### src/design/cbc_pkg.sv
// package: register map, timing constants and carriers of the charger control block
`default_nettype none
package cbc_pkg;
   localparam logic [7:0] OFF_CTRL = 8'h00;
   localparam logic [7:0] OFF_LIMIT = 8'h04;
   localparam logic [7:0] OFF_FAULT = 8'h08;
   localparam logic [7:0] OFF_STATUS = 8'h0c;
   // control register bit positions
   localparam int B_IND_DIS = 0;
   localparam int B_SW_OFF = 1;
   localparam int B_DLY_SEL = 2;
   localparam int B_RST_EN = 3;
   localparam int B_PP_EN = 4;
   localparam int B_UP = 5;
   localparam int B_DN = 6;
   localparam int B_LIM_EN = 7;
   localparam int B_REG_RST = 8;
   localparam logic [7:0] CTRL_RST = 8'h08;
   localparam logic [5:0] LIMIT_RST = 6'h08;
   localparam logic [5:0] LIM_100MA = 6'h00;
   // charge fault field codes
   localparam logic [1:0] CF_NONE = 2'h0;
   localparam logic [1:0] CF_INPUT = 2'h1;
   localparam logic [1:0] CF_TSHUT = 2'h2;
   localparam logic [1:0] CF_TIMER = 2'h3;
   // timing
   localparam int unsigned CLK_KHZ = 10_000;
   localparam int unsigned INT_US = 256;
   localparam logic [11:0] INT_CYC = 12'(INT_US * CLK_KHZ / 1000);
   localparam int unsigned BLINK_MS = 500;
   localparam int unsigned SHIP_DLY_MS = 10_000;
   localparam int unsigned DEGL_MS = 1_000;
   localparam int unsigned QON_RST_MS = 15_000;
   localparam int unsigned SW_RST_MS = 250;
   localparam int unsigned PULSE_MS = 100;
   localparam logic [3:0] PULSE_PHASES = 4'h8;
   typedef struct packed {
      logic vbus_gt_bat;
      logic vbus_lt_ov;
      logic vbus_ok_load;
      logic src_ident;
      logic charging;
      logic chg_done;
      logic in_ov;
      logic sys_ov;
      logic timer_exp;
      logic bat_ov;
      logic boost_mode;
      logic boost_ov;
      logic boost_ts;
      logic boost_tshut;
      logic buck_tshut;
      logic thermal_reg;
      logic [2:0] ntc;
   } cbc_ana_t;
   typedef struct packed {
      logic boost;
      logic [1:0] chg;
      logic bat;
      logic [2:0] ntc;
   } cbc_fault_t;
   typedef struct packed {
      logic batsw_on;
      logic conv_en;
      logic term_en;
      logic timer_half;
      logic lim_mon_en;
      logic [5:0] limit;
   } cbc_drive_t;
   typedef enum logic [1:0] {SW_ON, SW_DLY, SW_SHIP, SW_RST} cbc_sw_t;
endpackage
`default_nettype wire

### src/design/cbc_top.sv
// module: charger indicator, interrupt, fault, battery switch and pulse control
//
// Register access over APB and the register offsets were decided locally.
`timescale 1ns/1ps
`default_nettype none
module cbc_top #(
   parameter int unsigned BLINK_CYC = cbc_pkg::BLINK_MS * cbc_pkg::CLK_KHZ,
   parameter int unsigned SHIP_DLY_CYC = cbc_pkg::SHIP_DLY_MS * cbc_pkg::CLK_KHZ,
   parameter int unsigned DEGL_CYC = cbc_pkg::DEGL_MS * cbc_pkg::CLK_KHZ,
   parameter int unsigned QON_RST_CYC = cbc_pkg::QON_RST_MS * cbc_pkg::CLK_KHZ,
   parameter int unsigned SW_RST_CYC = cbc_pkg::SW_RST_MS * cbc_pkg::CLK_KHZ,
   parameter int unsigned PULSE_CYC = cbc_pkg::PULSE_MS * cbc_pkg::CLK_KHZ
)(
   input wire logic clk,
   input wire logic resetn,
   input wire logic psel,
   input wire logic penable,
   input wire logic pwrite,
   input wire logic [7:0] paddr,
   input wire logic [31:0] pwdata,
   output logic [31:0] prdata,
   output logic pready,
   output logic pslverr,
   input wire cbc_pkg::cbc_ana_t ana,
   input wire logic push_button_pin_n,
   input wire logic [5:0] limit_resistor_pin,
   output logic stat_o,
   output logic stat_oe,
   output logic host_int_n,
   output cbc_pkg::cbc_drive_t drive
);
   logic [1:0] rs_q;
   logic rst_n;
   logic [7:0] ctrl_q, ctrl_d;
   logic [5:0] limit_resistor_pin_q, limit_resistor_pin_d;
   cbc_pkg::cbc_fault_t live, latched_q, latched_d, fault_rd;
   logic [3:0] prev_q;
   logic [11:0] int_cnt_q, int_cnt_d;
   logic int_n_q;
   logic [31:0] pb_cnt_q, blink_cnt_q, tm_q, pcnt_q;
   logic blink_q, low_q, stat_oe_q;
   logic [3:0] phase_q;
   cbc_pkg::cbc_sw_t st_q, st_d;
   cbc_pkg::cbc_drive_t drive_q, drive_d;

   function automatic logic [5:0] min6(input logic [5:0] a, input logic [5:0] b);
      min6 = (a < b) ? a : b;
   endfunction

   // reset release through two flops
   always_ff @(posedge clk or negedge resetn) begin
      if (!resetn) begin
         rs_q <= 2'b00;
      end else begin
         rs_q <= {rs_q[0], 1'b1};
      end
   end
   assign rst_n = rs_q[1];

   // apb decode: zero wait states, error on unmapped offsets
   wire acc = psel & penable;
   wire wr = acc & pwrite;
   wire rd = acc & ~pwrite;
   wire hit_ctrl = (paddr == cbc_pkg::OFF_CTRL);
   wire hit_lim = (paddr == cbc_pkg::OFF_LIMIT);
   wire hit_flt = (paddr == cbc_pkg::OFF_FAULT);
   wire hit_st = (paddr == cbc_pkg::OFF_STATUS);
   wire mapped = hit_ctrl | hit_lim | hit_flt | hit_st;
   wire w_ctrl = wr & hit_ctrl;
   wire reg_rst = w_ctrl & pwdata[cbc_pkg::B_REG_RST];
   wire rd_fault = rd & hit_flt;
   assign pready = 1'b1;
   assign pslverr = acc & ~mapped;

   // input qualification and event edges
   wire pg = ana.vbus_gt_bat & ana.vbus_lt_ov & ana.vbus_ok_load;
   wire busy = ctrl_q[cbc_pkg::B_UP] | ctrl_q[cbc_pkg::B_DN];
   wire pb_degl = (pb_cnt_q == DEGL_CYC);
   wire pb_hold = (pb_cnt_q == QON_RST_CYC);
   wire pg_rise = pg & ~prev_q[0];
   wire pg_fall = ~pg & prev_q[0];
   wire src_rise = ana.src_ident & ~prev_q[1];
   wire done_rise = ana.chg_done & ~prev_q[2];
   wire boost_off = ana.boost_tshut | (ana.boost_mode & ana.boost_ts);
   wire up_phase = ctrl_q[cbc_pkg::B_UP] & ~low_q;
   wire [31:0] phase_len = up_phase ? 32'(3 * PULSE_CYC) : PULSE_CYC;
   wire phase_end = busy & (pcnt_q >= phase_len - 32'd1);
   wire pulse_done = phase_end & (phase_q == cbc_pkg::PULSE_PHASES - 4'h1);

   // live fault vector; buck shutdown reports code 10
   always_comb begin
      live.boost = ana.boost_ov | boost_off;
      live.bat = ana.bat_ov;
      live.ntc = ana.ntc;
      if (ana.buck_tshut) begin
         live.chg = cbc_pkg::CF_TSHUT;
      end else if (ana.in_ov | ana.sys_ov) begin
         live.chg = cbc_pkg::CF_INPUT;
      end else if (ana.timer_exp) begin
         live.chg = cbc_pkg::CF_TIMER;
      end else begin
         live.chg = cbc_pkg::CF_NONE;
      end
   end

   // a read hands back the latched copy (ntc bits live) and reloads it with live state
   logic [6:0] prev_flt_q;
   wire [6:0] flt_new = live & ~prev_flt_q;
   wire fault_evt = |flt_new;
   wire fault_int = fault_evt & (latched_q == '0);
   always_comb begin
      latched_d = latched_q | live;
      if (rd_fault) begin
         latched_d = live | flt_new;
      end
      fault_rd = latched_q;
      fault_rd.ntc = live.ntc;
   end

   // control and limit registers with hardware updates
   always_comb begin
      ctrl_d = ctrl_q;
      limit_resistor_pin_d = limit_resistor_pin_q;
      if (w_ctrl) begin
         ctrl_d[4:0] = pwdata[4:0];
         ctrl_d[cbc_pkg::B_LIM_EN] = pwdata[cbc_pkg::B_LIM_EN];
         if (ctrl_q[cbc_pkg::B_PP_EN] & ~busy) begin
            ctrl_d[cbc_pkg::B_UP] = pwdata[cbc_pkg::B_UP];
            ctrl_d[cbc_pkg::B_DN] = pwdata[cbc_pkg::B_DN] & ~pwdata[cbc_pkg::B_UP];
         end
      end
      if (wr & hit_lim) begin
         limit_resistor_pin_d = pwdata[5:0];
      end
      if (pg_rise | (pb_degl & (st_q == cbc_pkg::SW_SHIP))) begin
         ctrl_d[cbc_pkg::B_SW_OFF] = 1'b0;
      end
      if (pulse_done | ~ctrl_d[cbc_pkg::B_PP_EN]) begin
         ctrl_d[cbc_pkg::B_UP] = 1'b0;
         ctrl_d[cbc_pkg::B_DN] = 1'b0;
      end
      if (reg_rst) begin
         ctrl_d = cbc_pkg::CTRL_RST;
         limit_resistor_pin_d = cbc_pkg::LIMIT_RST;
      end
      if (boost_off) begin
         ctrl_d[cbc_pkg::B_SW_OFF] = 1'b1;
      end
   end

   // battery switch sequencer
   wire sw_off = ctrl_q[cbc_pkg::B_SW_OFF];
   always_comb begin
      st_d = st_q;
      case (st_q)
         cbc_pkg::SW_ON: begin
            if (sw_off & (boost_off | ~ctrl_q[cbc_pkg::B_DLY_SEL])) begin
               st_d = cbc_pkg::SW_SHIP;
            end else if (sw_off) begin
               st_d = cbc_pkg::SW_DLY;
            end else if (pb_hold & ~pg & ctrl_q[cbc_pkg::B_RST_EN]) begin
               st_d = cbc_pkg::SW_RST;
            end
         end
         cbc_pkg::SW_DLY: begin
            if (~sw_off) begin
               st_d = cbc_pkg::SW_ON;
            end else if (boost_off | (tm_q >= SHIP_DLY_CYC - 32'd1)) begin
               st_d = cbc_pkg::SW_SHIP;
            end
         end
         cbc_pkg::SW_SHIP: begin
            if (~sw_off) begin
               st_d = cbc_pkg::SW_ON;
            end
         end
         cbc_pkg::SW_RST: begin
            if (tm_q >= SW_RST_CYC - 32'd1) begin
               st_d = cbc_pkg::SW_ON;
            end
         end
         default: st_d = cbc_pkg::SW_ON;
      endcase
   end

   // applied limit, thermal reactions and switch outputs
   wire [5:0] base_lim = ctrl_q[cbc_pkg::B_LIM_EN] ? min6(limit_resistor_pin_q, limit_resistor_pin) : limit_resistor_pin_q;
   always_comb begin
      drive_d.limit = (low_q & busy) ? cbc_pkg::LIM_100MA : base_lim;
      drive_d.lim_mon_en = ctrl_q[cbc_pkg::B_LIM_EN];
      drive_d.term_en = ~ana.thermal_reg;
      drive_d.timer_half = ana.thermal_reg;
      drive_d.conv_en = ~ana.buck_tshut;
      drive_d.batsw_on = ~ana.buck_tshut & ((st_q == cbc_pkg::SW_ON) | (st_q == cbc_pkg::SW_DLY));
   end

   // interrupt pulse timer: one pulse, events during it merge
   wire int_evt = src_rise | pg_rise | pg_fall | done_rise | fault_int;
   assign int_cnt_d = (int_cnt_q != 12'h000) ? int_cnt_q - 12'h001 :
                      (int_evt ? cbc_pkg::INT_CYC : 12'h000);

   // indicator: low while charging, blink on suspend, released otherwise
   wire suspend = (ana.charging & (ana.in_ov | ana.sys_ov | ana.timer_exp | (ana.ntc != 3'h0)))
                  | (ana.boost_mode & ana.boost_ts);
   wire stat_d = ~ctrl_q[cbc_pkg::B_IND_DIS]
                 & (suspend ? blink_q : (ana.charging & ~ana.chg_done));
   assign stat_o = 1'b0;
   assign stat_oe = stat_oe_q;
   assign host_int_n = int_n_q;
   assign drive = drive_q;

   // register read mux
   always_comb begin
      prdata = 32'h0000_0000;
      if (hit_ctrl) begin
         prdata[7:0] = ctrl_q;
      end else if (hit_lim) begin
         prdata[5:0] = limit_resistor_pin_q;
      end else if (hit_flt) begin
         prdata[6:0] = fault_rd;
      end else if (hit_st) begin
         prdata[5:0] = drive_q.limit;
         prdata[8] = ana.thermal_reg;
         prdata[9] = pg;
         prdata[10] = drive_q.batsw_on;
         prdata[11] = busy;
      end
   end

   // state registers
   always_ff @(posedge clk or negedge rst_n) begin
      if (!rst_n) begin
         ctrl_q <= cbc_pkg::CTRL_RST;
         limit_resistor_pin_q <= cbc_pkg::LIMIT_RST;
         latched_q <= '0;
         prev_flt_q <= '0;
         prev_q <= 4'h0;
         int_cnt_q <= 12'h000;
         int_n_q <= 1'b1;
         st_q <= cbc_pkg::SW_ON;
         drive_q <= '0;
         stat_oe_q <= 1'b0;
      end else begin
         ctrl_q <= ctrl_d;
         limit_resistor_pin_q <= limit_resistor_pin_d;
         latched_q <= latched_d;
         prev_flt_q <= live;
         prev_q <= {1'b0, ana.chg_done, ana.src_ident, pg};
         int_cnt_q <= int_cnt_d;
         int_n_q <= (int_cnt_d == 12'h000);
         st_q <= st_d;
         drive_q <= drive_d;
         stat_oe_q <= stat_d;
      end
   end

   // button, blink and sequencer counters
   always_ff @(posedge clk or negedge rst_n) begin
      if (!rst_n) begin
         pb_cnt_q <= 32'h0;
         blink_cnt_q <= 32'h0;
         blink_q <= 1'b0;
         tm_q <= 32'h0;
      end else begin
         pb_cnt_q <= push_button_pin_n ? 32'h0 :
                     ((pb_cnt_q > QON_RST_CYC) ? pb_cnt_q : pb_cnt_q + 32'h1);
         tm_q <= (st_d != st_q) ? 32'h0 : tm_q + 32'h1;
         if (!suspend || blink_cnt_q >= BLINK_CYC - 32'd1) begin
            blink_cnt_q <= 32'h0;
            blink_q <= suspend & ~blink_q;
         end else begin
            blink_cnt_q <= blink_cnt_q + 32'h1;
         end
      end
   end

   // current pulse phases; abort or finish returns to the programmed limit
   always_ff @(posedge clk or negedge rst_n) begin
      if (!rst_n) begin
         pcnt_q <= 32'h0;
         phase_q <= 4'h0;
         low_q <= 1'b0;
      end else if (!(ctrl_d[cbc_pkg::B_UP] | ctrl_d[cbc_pkg::B_DN])) begin
         pcnt_q <= 32'h0;
         phase_q <= 4'h0;
         low_q <= 1'b0;
      end else if (phase_end) begin
         pcnt_q <= 32'h0;
         phase_q <= phase_q + 4'h1;
         low_q <= ~low_q;
      end else begin
         pcnt_q <= pcnt_q + 32'h1;
      end
   end
endmodule
`default_nettype wire

### config.mk
export PLATFORM = sky130hd
export DESIGN_NAME = cbc_top
export DESIGN_NICKNAME = d
export VERILOG_FILES = /design/src/design/cbc_pkg.sv /design/src/design/cbc_top.sv
export SDC_FILE = /design/constraint.sdc
export NUM_CORES = 1
export LEC_CHECK = 0
export BUFFER_PORTS_ARGS = -buffer_cell sky130_fd_sc_hd__buf_2
export CELL_PAD_IN_SITES_DETAIL_PLACEMENT = 1
export CELL_PAD_IN_SITES_GLOBAL_PLACEMENT = 1
export CORE_ASPECT_RATIO = 0.75
export CORE_MARGIN = 5
export CORE_UTILIZATION = 45
export CTS_CLUSTER_SIZE = 30
export DETAILED_ROUTE_END_ITERATION = 12
export MAX_ROUTING_LAYER = met4
export PLACE_DENSITY_LB_ADDON = 0.1
export SETUP_SLACK_MARGIN = 0.1
export SLEW_MARGIN = 20
export SYNTH_ARGS = -nofsm -noshare
export SYNTH_HDL_FRONTEND = slang
export SYNTH_SLANG_ARGS = --single-unit
### constraint.sdc
create_clock -name clk -period 6.45 [get_ports clk]
set_input_delay 1.29 -clock clk [delete_from_list [all_inputs] [get_ports clk]]
set_output_delay 1.29 -clock clk [all_outputs]
set_load 0.01 [all_outputs]
==> insert_results.sql, run 1 <==
INSERT INTO impl_metrics (metric_group, metric, value, unit) VALUES
('run_status', 'run_status', 'finished clean', ''),
('final_layout', 'regArea', '0.00486', 'mm²'),
('clocking', 'cts.hold.buffers_added', '0', ''),
('global_route', 'grt_max_degree', '70', ''),
('power', 'finalPower', '2.38', 'mW'),
('final_layout', 'net_count_of_the_finished_layout', '1243', ''),
('hold_path', 'holdCritPathClass', 'flop to flop', ''),
('sta', 'rsz0062_at_grt', 'no', ''),
('power', 'cell_area_power_density', '210', 'mW/mm²'),
('power', 'power_leakage', '5.09', 'nW'),
('final_layout', 'multi_input_area', '0.00500', 'mm²'),
('final_layout', 'fill_cells', '2570', ''),
('detailed_routing', 'remaining_antenna_violation_count_after_routing', '0', ''),
('yosys', 'synth-edff-count', '0', ''),
('detailed_routing', 'post_drt_wl_per_cell', '18.3', 'µm'),
('worst_setup_path', 'critical_path.startpoint_type', 'input port', ''),
('clocking', 'cts_num_sinks', '194', ''),
('yosys', 'syn_avg_cell_area', '9.38', 'µm²'),
('yosys', 'leading_cell_types_by_total_area_after_synthesis', 'dfrtp_1 47%, nor2_1 6.5%, xor2_1 5.7%', ''),
('worst_setup_path', 'critical_path_required', '5.16', 'ns'),
('floorplanning', 'fp.dieArea', '0.0258', 'mm²'),
('placement', 'dp_hpwl', '18.8', 'mm'),
('yosys', 'ys_seq_elements', '194', ''),
('floorplanning', 'i_o_pins', '119', ''),
('yosys', 'synth_warnings', '0', ''),
('worst_setup_path', 'critical_path.max_fanout', '7', ''),
('yosys', 'synth.largest_area_cell', 'dfrtp_1', ''),
('placement', 'placed_area', '0.0108', 'mm²'),
('detailed_routing', 'detail_route.wirelength', '26.7', 'mm'),
('sta', 'setup-violations-final', '0', ''),
('detailed_routing', 'drt_pre_antenna_iters', '4', ''),
('yosys', 'synthCells', '1088', ''),
('global_route', 'grt_overflow', '0', ''),
('sta', 'finalSetupTns', '0', 'ns'),
('clocking', 'h_tree_depth_reported_by_cts', '4', ''),
('floorplanning', 'floorplan.core_area', '0.0222', 'mm²'),
('final_layout', 'final_layout_size_suffix_gt1_share', '11.5', '%'),
('clocking', 'cts_tree', 'built', ''),
('sta', 'finalMaxSlewViolations', '0', ''),
('global_route', 'grt_pass1_vias', '8166', ''),
('placement', 'pre_cts_slack', '1.97', 'ns'),
('final_layout', 'antenna_cells_inserted', '0', ''),
('detailed_routing', 'routed-via-count', '8070', ''),
('yosys', 'syn_area', '0.0102', 'mm²'),
('sta', 'timing_worst_slew_pin_value', '1.05', 'ns'),
('clocking', 'clock_buffer_count_from_cts', '17', ''),
('sta', 'final-hold-violation-count', '0', ''),
('placement', 'number_of_port_buffers', '73', ''),
('clocking', 'cts.repair_timing.setup_buffer_count', '0', ''),
('clocking', 'clk_transition_reported_paths', '0.07', 'ns'),
('worst_setup_path', 'critical_path_arrival', '3.16', 'ns'),
('sta', 'skew', '0.0114', 'ns'),
('flow_run', 'max_cap_viol_count', '0', ''),
('sta', 'fin_crit', '4.45', 'ns'),
('global_route', 'first_pass_grt_wire_length', '43.7', 'mm'),
('floorplanning', 'die-width', '184', 'µm'),
('worst_setup_path', 'timing.critical_path.to_type', 'output port', ''),
('detailed_routing', 'post-route-drc-count', '0', ''),
('final_layout', 'areaGrowthSynthToFinish', '11.1', '%'),
('detailed_routing', 'viasPerCell', '5.52', ''),
('clocking', 'cts-root-to-sink-buffers', '2', ''),
('clocking', 'cts_resized', '0', ''),
('clocking', 'cts_root_buf', 'clkbuf_16', ''),
('floorplanning', 'initial_utilization', '46.0', '%'),
('detailed_routing', 'drc_violation_total_after_the_first_tritonroute_iteration', '605', ''),
('placement', 'place.gp.congestion', '0.857', ''),
('yosys', 'synth.top_cell.area_share', '46.8', '%'),
('yosys', 'seq_total_area_yosys', '47.6', '%'),
('floorplanning', 'chipHeight', '140', 'µm'),
('sta', 'clock.fmax', '0.225', 'GHz'),
('yosys', 'synth_ff_type', 'dfrtp_1', ''),
('yosys', 'synth-async-reset-ratio', '100', '%'),
('worst_setup_path', 'critical_path_class', 'input port to output port', ''),
('yosys', 'yosys.cell_types.count', '66', ''),
('sta', 'worst_slew_margin_rel', '29.8', '%'),
('final_layout', 'final_instance_area', '0.0113', 'mm²'),
('power', 'vdd.ir_drop.worst', '0.191', 'mV'),
('sta', 'final.period_utilization', '68.9', '%'),
('clocking', 'clk-insertion-delay-late', '0.44', 'ns'),
('global_route', 'globalRouteTotalUtil', '21.5', '%'),
('global_route', 'antenna_violations_before_repair', '0', ''),
('sta', 'post_route_worst_setup_slack', '2.00', 'ns'),
('floorplanning', 'rows', '47', '');
[kinds of logic after synthesis]
| family | Yosys count | share of synthesized area, % |
|---|---|---|
| compound gates | 105 | 7.08 |
| fa+ha+maj | 18 | 2.21 |
| simple gates | 541 | 26.2 |
| buf+inv | 97 | 4.50 |
| other cells | 2 | 0.0736 |
| mux | 26 | 3.31 |
| xor+xnor | 105 | 9.01 |
| flops | 194 | 47.6 |
[cell type report]
cell class | count | share of cell area, %
Clock inverter | 15 | 1.23
Tap cell | 294 | 3.25
Inverter | 36 | 1.19
Sequential cell | 194 | 42.9
Multi-Input combinational cell | 827 | 44.1
Timing Repair Buffer | 78 | 3.55
Clock buffer | 17 | 3.75
[flip-flops by register name (all words and copies together), names as in the netlist, 3 cells and up]
signal,count
prev_q,3
drive,11
phase_q,4
prev_flt_q,7
pb_cnt_q,32
tm_q,32
int_cnt_q,12
ctrl_q,8
latched_q,3
fault_rd,4
pcnt_q,32
blink_cnt_q,32
limit_resistor_pin_q,6
[metal layers]
layer / wire (µm) / vias to the layer above / GRT usage [%] / part of all wire, %
li1: - / 3847 / - / -
met1: 13400 / 4046 / 31.6 / 50
met2: 12000 / 158 / 31.3 / 45
met3: 1050 / 19 / 3.47 / 3.9
met4: 329 / 0 / 5.10 / 1.2
met5: 0 / - / - / 0
[critical path, stage by stage]
cell and delay, ns:
buf_2 0.10, nor4_1 0.65, nand2_1 0.31, inv_1 0.14, nand3_1 0.31, nor2_1 0.19, buf_2 0.16
[stage by stage]
step	std cells	util [%]	hold slack [ns]
3_5_place_dp	1429	48.6	0.340
3_3_place_gp	1429	48.6	0.337
2_1_floorplan	1118	-	0.331
5_1_grt	1461	51.1	0.370
6_report	1461	51.1	0.355
4_1_cts	1461	51.1	0.356
[synthesized netlist by cell type (all sizes together) (3+ instances only)]
cell type / number
a21boi: 3
a21o: 9
a21oi: 22
a31oi: 4
a41o: 3
and2: 4
and3: 25
and4: 9
buf: 29
clkbuf: 32
dfrtp: 191
dfstp: 3
ha: 18
inv: 36
mux2i: 18
mux4: 6
nand2: 113
nand2b: 15
nand3: 53
nand3b: 7
nand4: 27
nand4b: 5
nor2: 176
nor2b: 10
nor3: 33
nor3b: 3
nor4: 27
nor4b: 7
o2111ai: 6
o211ai: 8
o21a: 3
o21ai: 24
o31ai: 4
or2: 3
or3: 12
or4: 8
xnor2: 39
xor2: 66
[path summary, 6_finish.rpt]
path / startpoint / to / slack (ns) / depth (start not counted)
worst max-delay path: paddr[5] / prdata[9] / 2.00 / 7
worst min-delay path: rs_q[0] / rs_q[1] / 0.35 / 0
worst max register to register: pb_cnt_q[24] / pb_cnt_q[24] / 3.26 / 6
worst min register to register: rs_q[0] / rs_q[1] / 0.35 / 0
max in group asynchronous: rs_q[1] / blink_cnt_q[5] / 4.58 / 1
min in group asynchronous: rs_q[1] / pb_cnt_q[2] / 0.45 / 0
[cell usage in the layout (no fill, tap or decap), types with 32 or more instances in the layout]
master | netlist | final
buf_2 | 4 | 73
xnor2_1 | 39 | 39
nand2_1 | 113 | 113
xor2_1 | 66 | 66
inv_1 | 36 | 36
nand3_1 | 53 | 53
conb_1 | 2 | 32
nor2_1 | 176 | 176
nor3_1 | 33 | 33
dfrtp_1 | 191 | 190
[where the power goes]
part | internal [mW] | switching, mW | total, mW
Combinational | 0.0310 | 0.0629 | 0.0938
Clock | 0.513 | 0.533 | 1.05
Sequential | 1.23 | 0.0164 | 1.25
Total | 1.77 | 0.612 | 2.38
(Power assumes the default switching activity.)
==> run 2, diff against run 1 <==
==> constraint.sdc (replaced) <==
create_clock -name clk -period 4.4 [get_ports clk]
set_input_delay 0.88 -clock clk [delete_from_list [all_inputs] [get_ports clk]]
set_output_delay 0.88 -clock clk [all_outputs]
set_load 0.01 [all_outputs]
==> insert_results.sql, run 2 (synthesis results as in run 1) <==
INSERT INTO impl_metrics (metric_group, metric, value, unit) VALUES
('worst_setup_path', 'worst-r2r-cell-count', '6', ''),
('worst_setup_path', 'cell_depth_of_the_worst_setup_path', '8', ''),
('global_route', 'globalRouteTotalUtil', '21.6', '%'),
('worst_setup_path', 'critical_path_class', 'input port to output port', ''),
('detailed_routing', 'drt_pre_antenna_iters', '4', ''),
('floorplanning', 'fp.dieArea', '0.0258', 'mm²'),
('floorplanning', 'chipHeight', '140', 'µm'),
('power', 'power_leakage', '5.12', 'nW'),
('detailed_routing', 'met3_length', '909', 'µm'),
('clocking', 'cts_root_buf', 'clkbuf_16', ''),
('detailed_routing', 'remaining_antenna_violation_count_after_routing', '0', ''),
('clocking', 'clk-insertion-delay-late', '0.44', 'ns'),
('sta', 'fin_crit', '3.30', 'ns'),
('final_layout', 'net_count_of_the_finished_layout', '1248', ''),
('final_layout', 'areaGrowthSynthToFinish', '11.7', '%'),
('sta', 'final-hold-violation-count', '0', ''),
('global_route', 'first_pass_grt_wire_length', '44.3', 'mm'),
('worst_setup_path', 'critical_path.reg2reg.startpoint', 'pb_cnt_q[7]', ''),
('detailed_routing', 'routed-via-count', '8048', ''),
('floorplanning', 'i_o_pins', '119', ''),
('clocking', 'clk_transition_reported_paths', '0.07', 'ns'),
('flow_run', 'max_cap_viol_count', '0', ''),
('placement', 'pre_cts_slack', '1.04', 'ns'),
('floorplanning', 'die-width', '184', 'µm'),
('detailed_routing', 'highest_layer', 'met4', ''),
('sta', 'worst_slew_margin_rel', '47.1', '%'),
('worst_setup_path', 'critPathMostFrequentCell', 'buf_2', ''),
('power', 'reported_net_switching_power', '0.885', 'mW'),
('worst_setup_path', 'r2r_slack', '1.21', 'ns'),
('power', 'vdd.ir_drop.worst', '0.270', 'mV'),
('sta', 'setup-violations-final', '0', ''),
('sta', 'skew', '0.0138', 'ns'),
('power', 'cellInternalPower', '2.60', 'mW'),
('detailed_routing', 'post-route-drc-count', '0', ''),
('floorplanning', 'floorplan.core_area', '0.0222', 'mm²'),
('detailed_routing', 'route.met2.wl', '11.9', 'mm'),
('run_status', 'run_status', 'finished clean', ''),
('sta', 'final.period_utilization', '75.0', '%'),
('worst_setup_path', 'cpLargestDelayFamily', 'simple AND/OR/NAND/NOR gates', ''),
('sta', 'rsz0062_at_grt', 'no', ''),
('clocking', 'cts.repair_timing.setup_buffer_count', '0', ''),
('detailed_routing', 'drc_violation_total_after_the_first_tritonroute_iteration', '365', ''),
('sta', 'post_route_worst_setup_slack', '1.10', 'ns'),
('clocking', 'cts.hold.buffers_added', '0', ''),
('clocking', 'cts_resized', '0', ''),
('clocking', 'cts_tree', 'built', ''),
('power', 'cell_area_power_density', '306', 'mW/mm²'),
('worst_setup_path', 'critical_path.startpoint_type', 'input port', ''),
('worst_setup_path', 'crit_buf_inv', '4', ''),
('worst_setup_path', 'critical_path.slowest_cell', 'nor4_1', ''),
('sta', 'clock.fmax', '0.303', 'GHz'),
('worst_setup_path', 'critical_path_required', '3.52', 'ns'),
('floorplanning', 'rows', '47', ''),
('final_layout', 'final_layout_size_suffix_gt1_share', '11.8', '%'),
('clocking', 'h_tree_depth_reported_by_cts', '4', ''),
('worst_setup_path', 'critical_path_arrival', '2.42', 'ns'),
('worst_setup_path', 'critical_path.max_fanout', '7', ''),
('detailed_routing', 'met1_wl', '13.3', 'mm'),
('worst_setup_path', 'worst_path_largest_cell_delay', '0.30', 'ns'),
('detailed_routing', 'viasPerCell', '5.49', ''),
('placement', 'dp_hpwl', '18.7', 'mm'),
('global_route', 'grt_overflow', '0', ''),
('sta', 'finalMaxSlewViolations', '0', ''),
('worst_setup_path', 'regToRegEndpoint', 'pb_cnt_q[24]', ''),
('detailed_routing', 'post_drt_wl_per_cell', '18.0', 'µm'),
('power', 'power.share.combinational', '4.1', '%'),
('global_route', 'antenna_violations_before_repair', '1', ''),
('floorplanning', 'initial_utilization', '46.0', '%'),
('hold_path', 'holdCritPathClass', 'input port to asynchronous set/reset pin', ''),
('worst_setup_path', 'worstPathCellList', 'buf_2 -> nor4_1 -> buf_4 -> nand2_1 -> inv_1 -> nand3_1 -> nor2_1 -> buf_2', ''),
('power', 'sw_share', '25.4', '%'),
('final_layout', 'mostFrequentLayoutCell', 'dfrtp_1', ''),
('placement', 'number_of_port_buffers', '73', ''),
('worst_setup_path', 'timing.critical_path.to_type', 'output port', ''),
('global_route', 'grt_pass1_vias', '8362', ''),
('clocking', 'clock_buffer_count_from_cts', '17', ''),
('power', 'seqPwrFrac', '52.1', '%'),
('detailed_routing', 'detail_route.wirelength', '26.4', 'mm'),
('final_layout', 'most_used_cells_in_the_layout_excluding_fill_and_tap_cells', '190 x dfrtp_1, 176 x nor2_1, 113 x nand2_1', ''),
('sta', 'finalSetupTns', '0', 'ns'),
('clocking', 'cts-root-to-sink-buffers', '2', ''),
('sta', 'timing_worst_slew_pin_value', '0.790', 'ns'),
('power', 'clock_power_share', '43.8', '%'),
('global_route', 'grt_max_degree', '122', ''),
('placement', 'place.gp.congestion', '0.840', ''),
('clocking', 'cts_num_sinks', '194', '');
[run 2: changes by cell type in the layout (fill, tap and decap cells not counted), moves of 2 or more]
cell / before / now
clkinv_8: 0 / 2
buf_4: 5 / 9
inv_6: 2 / 5
inv_8: 5 / 2
[run 2: routing by layer]
metal / GRT usage, % / up-vias
li1: - / 3865
met1: 31.4 / 4051
met2: 32.0 / 116
met3: 4.04 / 16
met4: 4.08 / 0
met5: - / -
[run 2: metrics by stage]
step	instances	area (µm²)	hold slack [ns]	power, mW	util [%]
final	1467	11400	0.215	3.49	51.4
after global routing	1467	11400	0.193	3.64	51.4
after CTS	1466	11400	0.196	3.54	51.4
after detailed placement	1434	10800	0.325	2.00	48.8
after global placement	1434	10800	0.323	2.00	48.8
after floorplan	1118	10300	0.331	1.94	-
[run 2: worst max-delay path by stage]
stage,slack (ns),end,from
after floorplan,1.20,blink_cnt_q[0],rs_q[1]
after global placement,1.13,pcnt_q[4],paddr[1]
after detailed placement,1.04,pcnt_q[4],paddr[1]
after CTS,1.08,prdata[10],paddr[5]
after global routing,0.93,prdata[9],paddr[5]
final,1.10,prdata[10],paddr[5]
[run 2: final cells by class]
class / count / area, µm²
sequential: 194 / 4860
multi-input combinational: 827 / 5000
timing repair buffer: 83 / 453
tap: 294 / 368
inverter: 36 / 135
clock buffer: 18 / 429
fill: 2557 / 10800
clock inverter: 14 / 143
antenna: 1 / 2.50
[run 2: power by group through the flow]
stage | logic (mW) | registers [mW] | clock network (mW)
2_1_floorplan | 0.0717 | 1.87 | 0
3_3_place_gp | 0.142 | 1.85 | 0
3_5_place_dp | 0.145 | 1.86 | 0
4_1_cts | 0.146 | 1.82 | 1.57
5_1_grt | 0.164 | 1.82 | 1.66
6_report | 0.142 | 1.82 | 1.53
